$ cat src/include/wbm_pkg.sv
// Shared constants, types and helper functions of the word block move executor
package wbm_pkg;

  // ----------------------------------------------------------------
  // Operation codes
  // ----------------------------------------------------------------
  localparam logic [7:0] OP_COPY = 8'h70;
  localparam logic [7:0] OP_FILL = 8'h71;
  localparam logic [7:0] OP_SWAP = 8'h73;
  localparam logic [7:0] OP_WORD_DISTRIBUTE = 8'h80;

  // ----------------------------------------------------------------
  // Operand limits, compared as BCD
  // ----------------------------------------------------------------
  localparam logic [15:0] COPY_MAX  = 16'h2000;
  localparam logic [15:0] WORD_DISTRIBUTE_MAX  = 16'h6655;
  localparam logic [3:0]  STACK_DIG = 4'h9;

  // ----------------------------------------------------------------
  // Data area map, word addresses
  // ----------------------------------------------------------------
  localparam int          NAREA          = 4;
  localparam logic [2:0]  AREA_NONE      = 3'h7;
  localparam logic [15:0] AREA_LO [NAREA] = '{16'h0000, 16'h1000, 16'h2000, 16'h3800};
  localparam logic [15:0] AREA_HI [NAREA] = '{16'h0fff, 16'h1fff, 16'h37ff, 16'h3fff};
  localparam logic [16:0] DM_LO          = 17'h02000;
  localparam logic [16:0] DM_HI          = 17'h037ff;

  // ----------------------------------------------------------------
  // Sequencer states
  // ----------------------------------------------------------------
  typedef enum logic [8:0] {
    st_idle = 9'h001,
    st_prq  = 9'h002,
    st_pwt  = 9'h004,
    st_chk  = 9'h008,
    st_rd   = 9'h010,
    st_rwt  = 9'h020,
    st_wr   = 9'h040,
    st_drn  = 9'h080,
    st_fin  = 9'h100
  } wbm_state_t;

  // ----------------------------------------------------------------
  // Helpers
  // ----------------------------------------------------------------
  function automatic logic is_bcd(input logic [15:0] v);
    is_bcd = 1'b1;
    for (int i = 0; i < 4; i++) begin
      if (v[4*i+:4] > 4'h9) begin
        is_bcd = 1'b0;
      end
    end
  endfunction

  function automatic logic [15:0] bcd2bin(input logic [15:0] v);
    bcd2bin = 16'(v[15:12]) * 16'h03e8 + 16'(v[11:8]) * 16'h0064 + 16'(v[7:4]) * 16'h000a + 16'(v[3:0]);
  endfunction

  function automatic logic [15:0] bcd_inc(input logic [15:0] v);
    logic [15:0] r;
    logic        c;
    r = v;
    c = 1'b1;
    for (int i = 0; i < 4; i++) begin
      if (c) begin
        if (r[4*i+:4] == 4'h9) begin
          r[4*i+:4] = 4'h0;
        end else begin
          r[4*i+:4] = r[4*i+:4] + 4'h1;
          c = 1'b0;
        end
      end
    end
    bcd_inc = r;
  endfunction

  function automatic logic [2:0] area_of(input logic [16:0] x);
    area_of = AREA_NONE;
    for (int i = 0; i < NAREA; i++) begin
      if (!x[16] && x[15:0] >= AREA_LO[i] && x[15:0] <= AREA_HI[i]) begin
        area_of = 3'(i);
      end
    end
  endfunction

  function automatic logic same_area(input logic [16:0] x, input logic [16:0] y);
    same_area = (area_of(x) == area_of(y)) && (area_of(x) != AREA_NONE);
  endfunction

endpackage

$ cat src/logic/wbm_exec.sv
// Word block move executor: fill, copy, swap and distribute over a word memory
//
// Overview of operation
// - Execution condition off: nothing is written, no error.
// - Fill writes the source value to every word from start through end.
// - Fill flags error when ends lie in different areas or start exceeds end.
// - Indirect pointer not BCD or beyond data memory area flags error.
// - Copy writes source words at offsets 0..N to destination offsets 0..N.
// - Copy flags error when count is not BCD within 0000 to 2000.
// - Copy flags error when either block spans two data areas.
// - Swap exchanges the contents of its two words.
// - Distribute with control 0000..6655 writes source to base plus control.
// - Stack write stores source at base plus pointer plus one, then pointer increments by one.
// - Distribute flags error when control is not BCD or between 6655 and 9000.
`timescale 1ns/1ps
module wbm_exec #(
  parameter int DW = 16,
  parameter int AW = 16
) (
  input  wire logic          sys_clk,
  input  wire logic          rst_n,
  input  wire logic          cmd_valid,
  output logic               cmd_ready,
  input  wire logic [7:0]    cmd_code,
  input  wire logic          cmd_exec,
  input  wire logic [DW-1:0] cmd_value,
  input  wire logic [DW-1:0] cmd_count,
  input  wire logic [AW-1:0] cmd_addr_a,
  input  wire logic [AW-1:0] cmd_addr_b,
  input  wire logic          cmd_ind_a,
  input  wire logic          cmd_ind_b,
  output logic               done,
  output logic               error_flag,
  output logic               mem_rd_en,
  output logic [AW-1:0]      mem_rd_addr,
  input  wire logic          mem_rd_valid,
  input  wire logic [DW-1:0] mem_rd_data,
  output logic               mem_wr_valid,
  input  wire logic          mem_wr_ready,
  output logic [AW-1:0]      mem_wr_addr,
  output logic [DW-1:0]      mem_wr_data
);

  // ----------------------------------------------------------------
  // Parameter check
  // ----------------------------------------------------------------
  if (DW != 16 || AW != 16) begin : g_bad_width
    $error("wbm_exec serves four-digit words and 16-bit addresses only");
  end

  wbm_pkg::wbm_state_t st, next_st;
  logic [7:0]  op, next_op;
  logic [15:0] val, next_val, cnt, next_cnt, a, next_a, b, next_b;
  logic [15:0] idx, next_idx, last, next_last, t0, next_t0, t1, next_t1;
  logic        ind_b, next_ind_b, psel, next_psel, ph, next_ph, stk, next_stk;
  logic        err, next_err, next_done, next_flag, next_rd_en;
  logic [15:0] next_rd_addr;
  logic        wpush, wrdy;
  logic [15:0] w_addr, w_data;
  logic        chk_err;
  logic [16:0] end_a, end_b, ptr_abs;

  // ----------------------------------------------------------------
  // Operand checks
  // ----------------------------------------------------------------
  always_comb begin
    chk_err = 1'b0;
    end_a   = {1'b0, a};
    end_b   = {1'b0, b};
    case (op)
      wbm_pkg::OP_FILL: begin
        chk_err = !wbm_pkg::same_area(end_a, end_b) || (a > b);
      end
      wbm_pkg::OP_COPY: begin
        end_a   = {1'b0, a} + {1'b0, wbm_pkg::bcd2bin(cnt)};
        end_b   = {1'b0, b} + {1'b0, wbm_pkg::bcd2bin(cnt)};
        chk_err = !wbm_pkg::is_bcd(cnt) || (cnt > wbm_pkg::COPY_MAX);
        chk_err = chk_err || !wbm_pkg::same_area({1'b0, a}, end_a) || !wbm_pkg::same_area({1'b0, b}, end_b);
      end
      wbm_pkg::OP_SWAP: begin
        chk_err = 1'b0;
      end
      wbm_pkg::OP_WORD_DISTRIBUTE: begin
        if (!wbm_pkg::is_bcd(cnt)) begin
          chk_err = 1'b1;
        end else if (cnt <= wbm_pkg::WORD_DISTRIBUTE_MAX) begin
          end_a   = {1'b0, a} + {1'b0, wbm_pkg::bcd2bin(cnt)};
          chk_err = !wbm_pkg::same_area({1'b0, a}, end_a);
        end else if (cnt[15:12] == wbm_pkg::STACK_DIG) begin
          end_a   = {1'b0, a} + {1'b0, wbm_pkg::bcd2bin({4'h0, cnt[11:0]})};
          chk_err = !wbm_pkg::same_area({1'b0, a}, end_a);
        end else begin
          chk_err = 1'b1;
        end
      end
      default: chk_err = 1'b1;
    endcase
  end

  // ----------------------------------------------------------------
  // Write word selection
  // ----------------------------------------------------------------
  always_comb begin
    ptr_abs = wbm_pkg::DM_LO + {1'b0, wbm_pkg::bcd2bin(mem_rd_data)};
    w_addr  = a + idx;
    w_data  = val;
    case (op)
      wbm_pkg::OP_COPY: begin
        w_addr = b + idx;
        w_data = t0;
      end
      wbm_pkg::OP_SWAP: begin
        w_addr = ph ? b : a;
        w_data = ph ? t0 : t1;
      end
      wbm_pkg::OP_WORD_DISTRIBUTE: begin
        if (stk) begin
          w_addr = ph ? a : a + wbm_pkg::bcd2bin(t0) + 16'h0001;
          w_data = ph ? wbm_pkg::bcd_inc(t0) : val;
        end else begin
          w_addr = a + wbm_pkg::bcd2bin(cnt);
        end
      end
      default: w_addr = a + idx;
    endcase
  end

  // ----------------------------------------------------------------
  // Sequencer next state
  // ----------------------------------------------------------------
  always_comb begin
    next_st = st;  next_op = op;  next_val = val;  next_cnt = cnt;
    next_a = a;  next_b = b;  next_idx = idx;  next_last = last;
    next_t0 = t0;  next_t1 = t1;  next_ind_b = ind_b;  next_psel = psel;
    next_ph = ph;  next_stk = stk;  next_err = err;
    next_rd_en = 1'b0;  next_rd_addr = mem_rd_addr;
    wpush = 1'b0;
    case (st)
      wbm_pkg::st_idle: begin
        if (cmd_valid && cmd_ready) begin
          next_op = cmd_code;  next_val = cmd_value;  next_cnt = cmd_count;
          next_a = cmd_addr_a;  next_b = cmd_addr_b;  next_ind_b = cmd_ind_b;
          next_idx = 16'h0000;  next_ph = 1'b0;  next_err = 1'b0;
          next_stk = (cmd_code == wbm_pkg::OP_WORD_DISTRIBUTE) && (cmd_count[15:12] == wbm_pkg::STACK_DIG);
          next_psel = !cmd_ind_a;
          if (!cmd_exec) begin
            next_st = wbm_pkg::st_fin;
          end else if (cmd_ind_a || cmd_ind_b) begin
            next_st = wbm_pkg::st_prq;
          end else begin
            next_st = wbm_pkg::st_chk;
          end
        end
      end
      wbm_pkg::st_prq: begin
        next_rd_en   = 1'b1;
        next_rd_addr = psel ? b : a;
        next_st      = wbm_pkg::st_pwt;
      end
      wbm_pkg::st_pwt: begin
        if (mem_rd_valid) begin
          if (!wbm_pkg::is_bcd(mem_rd_data) || ptr_abs > wbm_pkg::DM_HI) begin
            next_err = 1'b1;
            next_st  = wbm_pkg::st_fin;
          end else begin
            if (psel) begin
              next_b = ptr_abs[15:0];
            end else begin
              next_a = ptr_abs[15:0];
            end
            next_psel = 1'b1;
            next_st   = (!psel && ind_b) ? wbm_pkg::st_prq : wbm_pkg::st_chk;
          end
        end
      end
      wbm_pkg::st_chk: begin
        next_last = (op == wbm_pkg::OP_FILL) ? b - a : wbm_pkg::bcd2bin(cnt);
        if (chk_err) begin
          next_err = 1'b1;
          next_st  = wbm_pkg::st_fin;
        end else if (op == wbm_pkg::OP_FILL || (op == wbm_pkg::OP_WORD_DISTRIBUTE && !stk)) begin
          next_st = wbm_pkg::st_wr;
        end else begin
          next_st = wbm_pkg::st_rd;
        end
      end
      wbm_pkg::st_rd: begin
        next_rd_en   = 1'b1;
        next_rd_addr = (op == wbm_pkg::OP_COPY) ? a + idx : ((op == wbm_pkg::OP_SWAP && idx[0]) ? b : a);
        next_st      = wbm_pkg::st_rwt;
      end
      wbm_pkg::st_rwt: begin
        if (mem_rd_valid) begin
          if (op == wbm_pkg::OP_SWAP && idx[0]) begin
            next_t1 = mem_rd_data;
            next_st = wbm_pkg::st_wr;
          end else if (op == wbm_pkg::OP_SWAP) begin
            next_t0  = mem_rd_data;
            next_idx = 16'h0001;
            next_st  = wbm_pkg::st_rd;
          end else if (stk && (!wbm_pkg::is_bcd(mem_rd_data) || mem_rd_data >= {4'h0, cnt[11:0]})) begin
            next_err = 1'b1;
            next_st  = wbm_pkg::st_fin;
          end else begin
            next_t0 = mem_rd_data;
            next_st = wbm_pkg::st_wr;
          end
        end
      end
      wbm_pkg::st_wr: begin
        wpush = 1'b1;
        if (wrdy) begin
          if (op == wbm_pkg::OP_SWAP || stk) begin
            next_ph = 1'b1;
            next_st = ph ? wbm_pkg::st_drn : wbm_pkg::st_wr;
          end else if (op == wbm_pkg::OP_WORD_DISTRIBUTE || idx == last) begin
            next_st = wbm_pkg::st_drn;
          end else begin
            next_idx = idx + 16'h0001;
            next_st  = (op == wbm_pkg::OP_COPY) ? wbm_pkg::st_rd : wbm_pkg::st_wr;
          end
        end
      end
      wbm_pkg::st_drn: begin
        if (!mem_wr_valid) begin
          next_st = wbm_pkg::st_fin;
        end
      end
      wbm_pkg::st_fin: next_st = wbm_pkg::st_idle;
      default:         next_st = wbm_pkg::st_idle;
    endcase
    next_done = (next_st == wbm_pkg::st_fin);
    next_flag = next_done ? next_err : error_flag;
  end

  // ----------------------------------------------------------------
  // Sequencer registers
  // ----------------------------------------------------------------
  always_ff @(posedge sys_clk or negedge rst_n) begin
    if (!rst_n) begin
      st <= wbm_pkg::st_idle;  op <= 8'h00;  val <= 16'h0000;  cnt <= 16'h0000;
      a <= 16'h0000;  b <= 16'h0000;  idx <= 16'h0000;  last <= 16'h0000;
      t0 <= 16'h0000;  t1 <= 16'h0000;  ind_b <= 1'b0;  psel <= 1'b0;
      ph <= 1'b0;  stk <= 1'b0;  err <= 1'b0;  done <= 1'b0;  error_flag <= 1'b0;
      cmd_ready <= 1'b0;  mem_rd_en <= 1'b0;  mem_rd_addr <= 16'h0000;
    end else begin
      st <= next_st;  op <= next_op;  val <= next_val;  cnt <= next_cnt;
      a <= next_a;  b <= next_b;  idx <= next_idx;  last <= next_last;
      t0 <= next_t0;  t1 <= next_t1;  ind_b <= next_ind_b;  psel <= next_psel;
      ph <= next_ph;  stk <= next_stk;  err <= next_err;  done <= next_done;
      error_flag <= next_flag;  cmd_ready <= (next_st == wbm_pkg::st_idle);
      mem_rd_en <= next_rd_en;  mem_rd_addr <= next_rd_addr;
    end
  end

  // ----------------------------------------------------------------
  // Write buffer
  // ----------------------------------------------------------------
  wbm_wr_buf #(
    .W (32)
  ) u_wr_buf (
    .sys_clk   (sys_clk),
    .rst_n     (rst_n),
    .in_valid  (wpush),
    .in_ready  (wrdy),
    .in_data   ({w_addr, w_data}),
    .out_valid (mem_wr_valid),
    .out_ready (mem_wr_ready),
    .out_data  ({mem_wr_addr, mem_wr_data})
  );
endmodule

$ cat src/logic/wbm_wr_buf.sv
// Two-entry write buffer between the sequencer and the data memory port
`timescale 1ns/1ps
module wbm_wr_buf #(
  parameter int W = 32
) (
  input  wire logic         sys_clk,
  input  wire logic         rst_n,
  input  wire logic         in_valid,
  output logic              in_ready,
  input  wire logic [W-1:0] in_data,
  output logic              out_valid,
  input  wire logic         out_ready,
  output logic [W-1:0]      out_data
);

  // ----------------------------------------------------------------
  // Parameter check
  // ----------------------------------------------------------------
  if (W < 2) begin : g_bad_width
    $error("wbm_wr_buf width too small");
  end

  logic [W-1:0] slot1;
  logic [1:0]   cnt;
  logic [W-1:0] next_slot0;
  logic [W-1:0] next_slot1;
  logic [1:0]   next_cnt;
  logic         push;
  logic         pop;

  // ----------------------------------------------------------------
  // Next state
  // ----------------------------------------------------------------
  always_comb begin
    in_ready   = (cnt != 2'h2);
    push       = in_valid && in_ready;
    pop        = out_valid && out_ready;
    next_slot0 = out_data;
    next_slot1 = slot1;
    next_cnt   = cnt;
    if (pop) begin
      next_slot0 = slot1;
      next_cnt   = next_cnt - 2'h1;
    end
    if (push) begin
      if (next_cnt == 2'h0) begin
        next_slot0 = in_data;
      end else begin
        next_slot1 = in_data;
      end
      next_cnt = next_cnt + 2'h1;
    end
  end

  // ----------------------------------------------------------------
  // Registers
  // ----------------------------------------------------------------
  always_ff @(posedge sys_clk or negedge rst_n) begin
    if (!rst_n) begin
      out_data  <= '0;
      slot1     <= '0;
      cnt       <= 2'h0;
      out_valid <= 1'b0;
    end else begin
      out_data  <= next_slot0;
      slot1     <= next_slot1;
      cnt       <= next_cnt;
      out_valid <= (next_cnt != 2'h0);
    end
  end

endmodule

$ cat config.mk
export PLATFORM = sky130hd
export DESIGN_NAME = wbm_exec
export DESIGN_NICKNAME = d
export VERILOG_FILES = /design/src/include/wbm_pkg.sv /design/src/logic/wbm_exec.sv /design/src/logic/wbm_wr_buf.sv
export SDC_FILE = /design/constraint.sdc
export NUM_CORES = 1
export LEC_CHECK = 0
export ABC_AREA = 1
export BUFFER_PORTS_ARGS = -buffer_cell sky130_fd_sc_hd__buf_4
export CAP_MARGIN = 10
export CORE_ASPECT_RATIO = 1.4
export CORE_MARGIN = 1
export CORE_UTILIZATION = 29
export CTS_BUF_LIST = sky130_fd_sc_hd__clkbuf_4
export DETAILED_ROUTE_END_ITERATION = 8
export PLACE_DENSITY_LB_ADDON = 0.25
export SYNTH_ARGS = -nofsm -noshare
export SYNTH_HDL_FRONTEND = slang
export SYNTH_HIERARCHICAL = 1
export SYNTH_SLANG_ARGS = --single-unit
$ cat constraint.sdc
create_clock -name sys_clk -period 11.79 [get_ports sys_clk]
set_input_delay 1.179 -clock sys_clk [delete_from_list [all_inputs] [get_ports sys_clk]]
set_output_delay 1.179 -clock sys_clk [all_outputs]
set_load 0.1 [all_outputs]
==> impl_metrics.sql <==
INSERT INTO impl_metrics (metric_group, metric, value, unit) VALUES
('run_status', 'run_status', 'finished, final reports clean', ''),
('cells_and_area', 'final_nets', '3865', ''),
('cts', 'clock_tree.buffer_depth', '3', ''),
('synthesis', 'post_synth_instance_area', '0.0236', 'mm2'),
('sta', 'rsz0062_at_grt', 'no', ''),
('floorplan', 'initial_core_util', '0.293', ''),
('sta', 'max_freq', '142', 'MHz'),
('cts', 'clock_tree_from_tritoncts', 'done', ''),
('global_route', 'globalRouteTotalUtil', '0.228', ''),
('drt', 'wirelength', '93.8', 'mm'),
('sta', 'finalCritPeriodShare', '0.595', ''),
('cells_and_area', 'area_growth_syn_to_layout', '13.2', '%'),
('cts', 'cts_repair_resize_count', '0', ''),
('floorplan', 'core_region_area', '0.0805', 'mm2'),
('sta', 'max_slew_margin', '0.263', ''),
('drt', 'number_of_drc_markers_in_iteration_0', '1619', ''),
('cts', 'cts_hold_buf', '0', ''),
('cts', 'cts_num_sinks', '237', ''),
('sta', 'finClkSkew', '0.101', 'ns'),
('worst_setup_path', 'worst-path-buf-inv', '5', ''),
('cts', 'worstSkewPairLatency', '0.91', 'ns'),
('place', 'place_hpwl', '73.9', 'mm'),
('sta', 'worst-slew-pin-transition', '1.10', 'ns'),
('synthesis', 'post_synth_num_cell_types', '65', ''),
('floorplan', 'die_w', '243', 'um'),
('worst_setup_path', 'reg2reg_slack', '4.77', 'ns'),
('drt', 'drc', '0', ''),
('sta', 'setup_tns', '0', 'ns'),
('cells_and_area', 'biggestRegsByFlops', 'u_wr_buf/out_data x32, u_wr_buf/slot1 x32', ''),
('sta', 'setup_viol', '0', ''),
('synthesis', 'ys_seq_elements', '237', ''),
('sta', 'hold_viol_final', '0', ''),
('synthesis', 'synth-async-reset-ratio', '1.00', ''),
('cts', 'cts-buffers-inserted', '72', ''),
('cts', 'post-cts-setup-buffer-count', '0', ''),
('place', 'finalWeightedCongestion', '0.967', ''),
('job', 'maxCapViolations', '0', ''),
('cells_and_area', 'layout.cells.most_common_list', 'sky130_fd_sc_hd__nand2_1 (809), sky130_fd_sc_hd__inv_1 (453), sky130_fd_sc_hd__ha_1 (300)', ''),
('drt', 'vias_per_cell', '5.02', ''),
('worst_hold_path', 'min-delay-path-class', 'in -> async', ''),
('synthesis', 'synth.top_cell.area_share', '0.250', ''),
('sta', 'slew_violations', '0', ''),
('synthesis', 'ys_seq_area_frac', '0.251', ''),
('worst_setup_path', 'cp_common_cell', 'sky130_fd_sc_hd__nand2_1', ''),
('worst_setup_path', 'crit_path_max_incr_delay', '0.55', 'ns'),
('drt', 'route.vias.total', '22600', ''),
('floorplan', 'design.die.area', '0.0826', 'mm2'),
('synthesis', 'synth-edff-count', '0', ''),
('cts', 'cts_htree_levels', '3', ''),
('synthesis', 'postSynthAreaPerCell', '7.31', 'um2'),
('drt', 'wl_per_cell', '20.8', 'um'),
('worst_setup_path', 'worstPathMaxFanout', '10', ''),
('worst_setup_path', 'timing_worst_setup_path_type', 'reg -> reg', ''),
('synthesis', 'post_synth_inst_count', '3228', ''),
('floorplan', 'rows', '123', ''),
('worst_setup_path', 'crit_family', 'adder cells', ''),
('worst_setup_path', 'crit_path_top_delay_cell', 'sky130_fd_sc_hd__fa_1', ''),
('cts', 'ctsRootBufferMaster', 'sky130_fd_sc_hd__clkbuf_4', ''),
('worst_setup_path', 'crit_path_start_kind', 'flop', ''),
('floorplan', 'ios', '149', ''),
('worst_setup_path', 'critPathCaptureType', 'flop', ''),
('worst_setup_path', 'worst-endpoint-required', '12.50', 'ns'),
('synthesis', 'dominantRegCellSynth', 'sky130_fd_sc_hd__dfrtp_1', ''),
('synthesis', 'yosys_warn_count', '6', ''),
('sta', 'finalWorstPathRequiredPeriod', '7.02', 'ns'),
('worst_setup_path', 'worst_ep_arrival_time', '7.73', 'ns'),
('global_route', 'initial_antenna_violation_count', '2', ''),
('global_route', 'global_route_wire_length_before_repair', '141', 'mm'),
('cells_and_area', 'final_common_cell', 'sky130_fd_sc_hd__nand2_1', ''),
('cts', 'clk_pin_slew', '0.07', 'ns'),
('drt', 'antenna_left', '0', ''),
('cells_and_area', 'share_of_cells_above_drive_strength_1', '0.110', ''),
('floorplan', 'die_height', '340', 'um'),
('global_route', 'globalRoute.totalOverflow', '0', ''),
('global_route', 'grt_start_max_net_pins', '86', ''),
('drt', 'drt_first_pass_iters', '6', ''),
('place', 'placement.io_buffers', '148', ''),
('synthesis', 'yosys-top-cells-area', 'sky130_fd_sc_hd__dfrtp_1 (25%), sky130_fd_sc_hd__ha_1 (16%), sky130_fd_sc_hd__nand2_1 (13%)', ''),
('synthesis', 'mapped_nets', '3700', ''),
('synthesis', 'post-synth-top-area-cell', 'sky130_fd_sc_hd__dfrtp_1', ''),
('global_route', 'vias_in_the_first_global_route', '22700', '');
-- through the flow --
stage	hold WS (ns)	cell area, um2	util	cells	worst slack [ns]
2_1_floorplan	0.442	23600	-	3228	5.89
3_3_place_gp	0.456	25900	0.322	4381	4.75
3_5_place_dp	0.459	25900	0.322	4381	4.67
4_1_cts	0.321	26700	0.332	4502	4.82
5_1_grt	0.379	26700	0.332	4503	4.18
6_report	0.352	26700	0.332	4503	4.77
-- metal layers --
metal	global-route usage	vias up	wire length, um
li1	-	11100	-
met1	0.269	10600	38500
met2	0.388	750	44700
met3	0.0387	225	5330
met4	0.131	2	5270
met5	0	-	16
-- worst paths after layout --
| path | endpoint | cells after the start | startpoint |
|---|---|---|---|
| worst max register to register | error_flag | 37 | cnt[13] |
| min in group sys_clk | ind_b | 2 | ind_b |
| worst min-delay path | idx[11] | 1 | rst_n |
| max in group asynchronous | t0[12] | 3 | rst_n |
| worst max-delay path | error_flag | 37 | cnt[13] |
| worst min register to register | ind_b | 2 | ind_b |
-- cell usage after synthesis (all sizes together), types with 4 or more instances --
master / number
nand2: 818
inv: 467
ha: 300
o21ai: 271
dfrtp: 236
a21oi: 203
nor2: 199
nand3: 173
fa: 76
xor2: 65
clkbuf: 57
o211ai: 50
nor3: 44
nand4: 33
buf: 32
xnor2: 26
a31oi: 20
o22ai: 17
or2: 15
nor4: 12
o2111ai: 12
a221oi: 11
o21bai: 11
o21a: 10
a211oi: 8
a22oi: 8
clkinv: 8
o221ai: 8
a21o: 4
nand3b: 4
-- logic make-up (layout without fill, tap and decap cells) --
group,Yosys count,in the layout,share of synthesized area
AOI/OAI and AO/OA,653,653,0.163
xor gates and xnor gates,91,91,0.0338
adders and majority gates,376,376,0.223
buffers and inverters,564,776,0.0940
DFF,237,237,0.251
other,0,1,0
and+or+nand+nor,1307,1307,0.235
-- layout make-up --
| cell class | instances | area (um2) |
|---|---|---|
| Sequential cell | 237 | 5930 |
| Clock buffer | 99 | 743 |
| Multi-Input combinational cell | 2427 | 15500 |
| Antenna cell | 1 | 2.50 |
| Clock inverter | 22 | 109 |
| Tap cell | 1062 | 1330 |
| Timing Repair Buffer | 180 | 1360 |
| Inverter | 475 | 1780 |
| Fill cell | 8877 | 53800 |
Power is not shown: default switching activity piles up to over one toggle a cycle in this logic, so the estimate is an artifact.
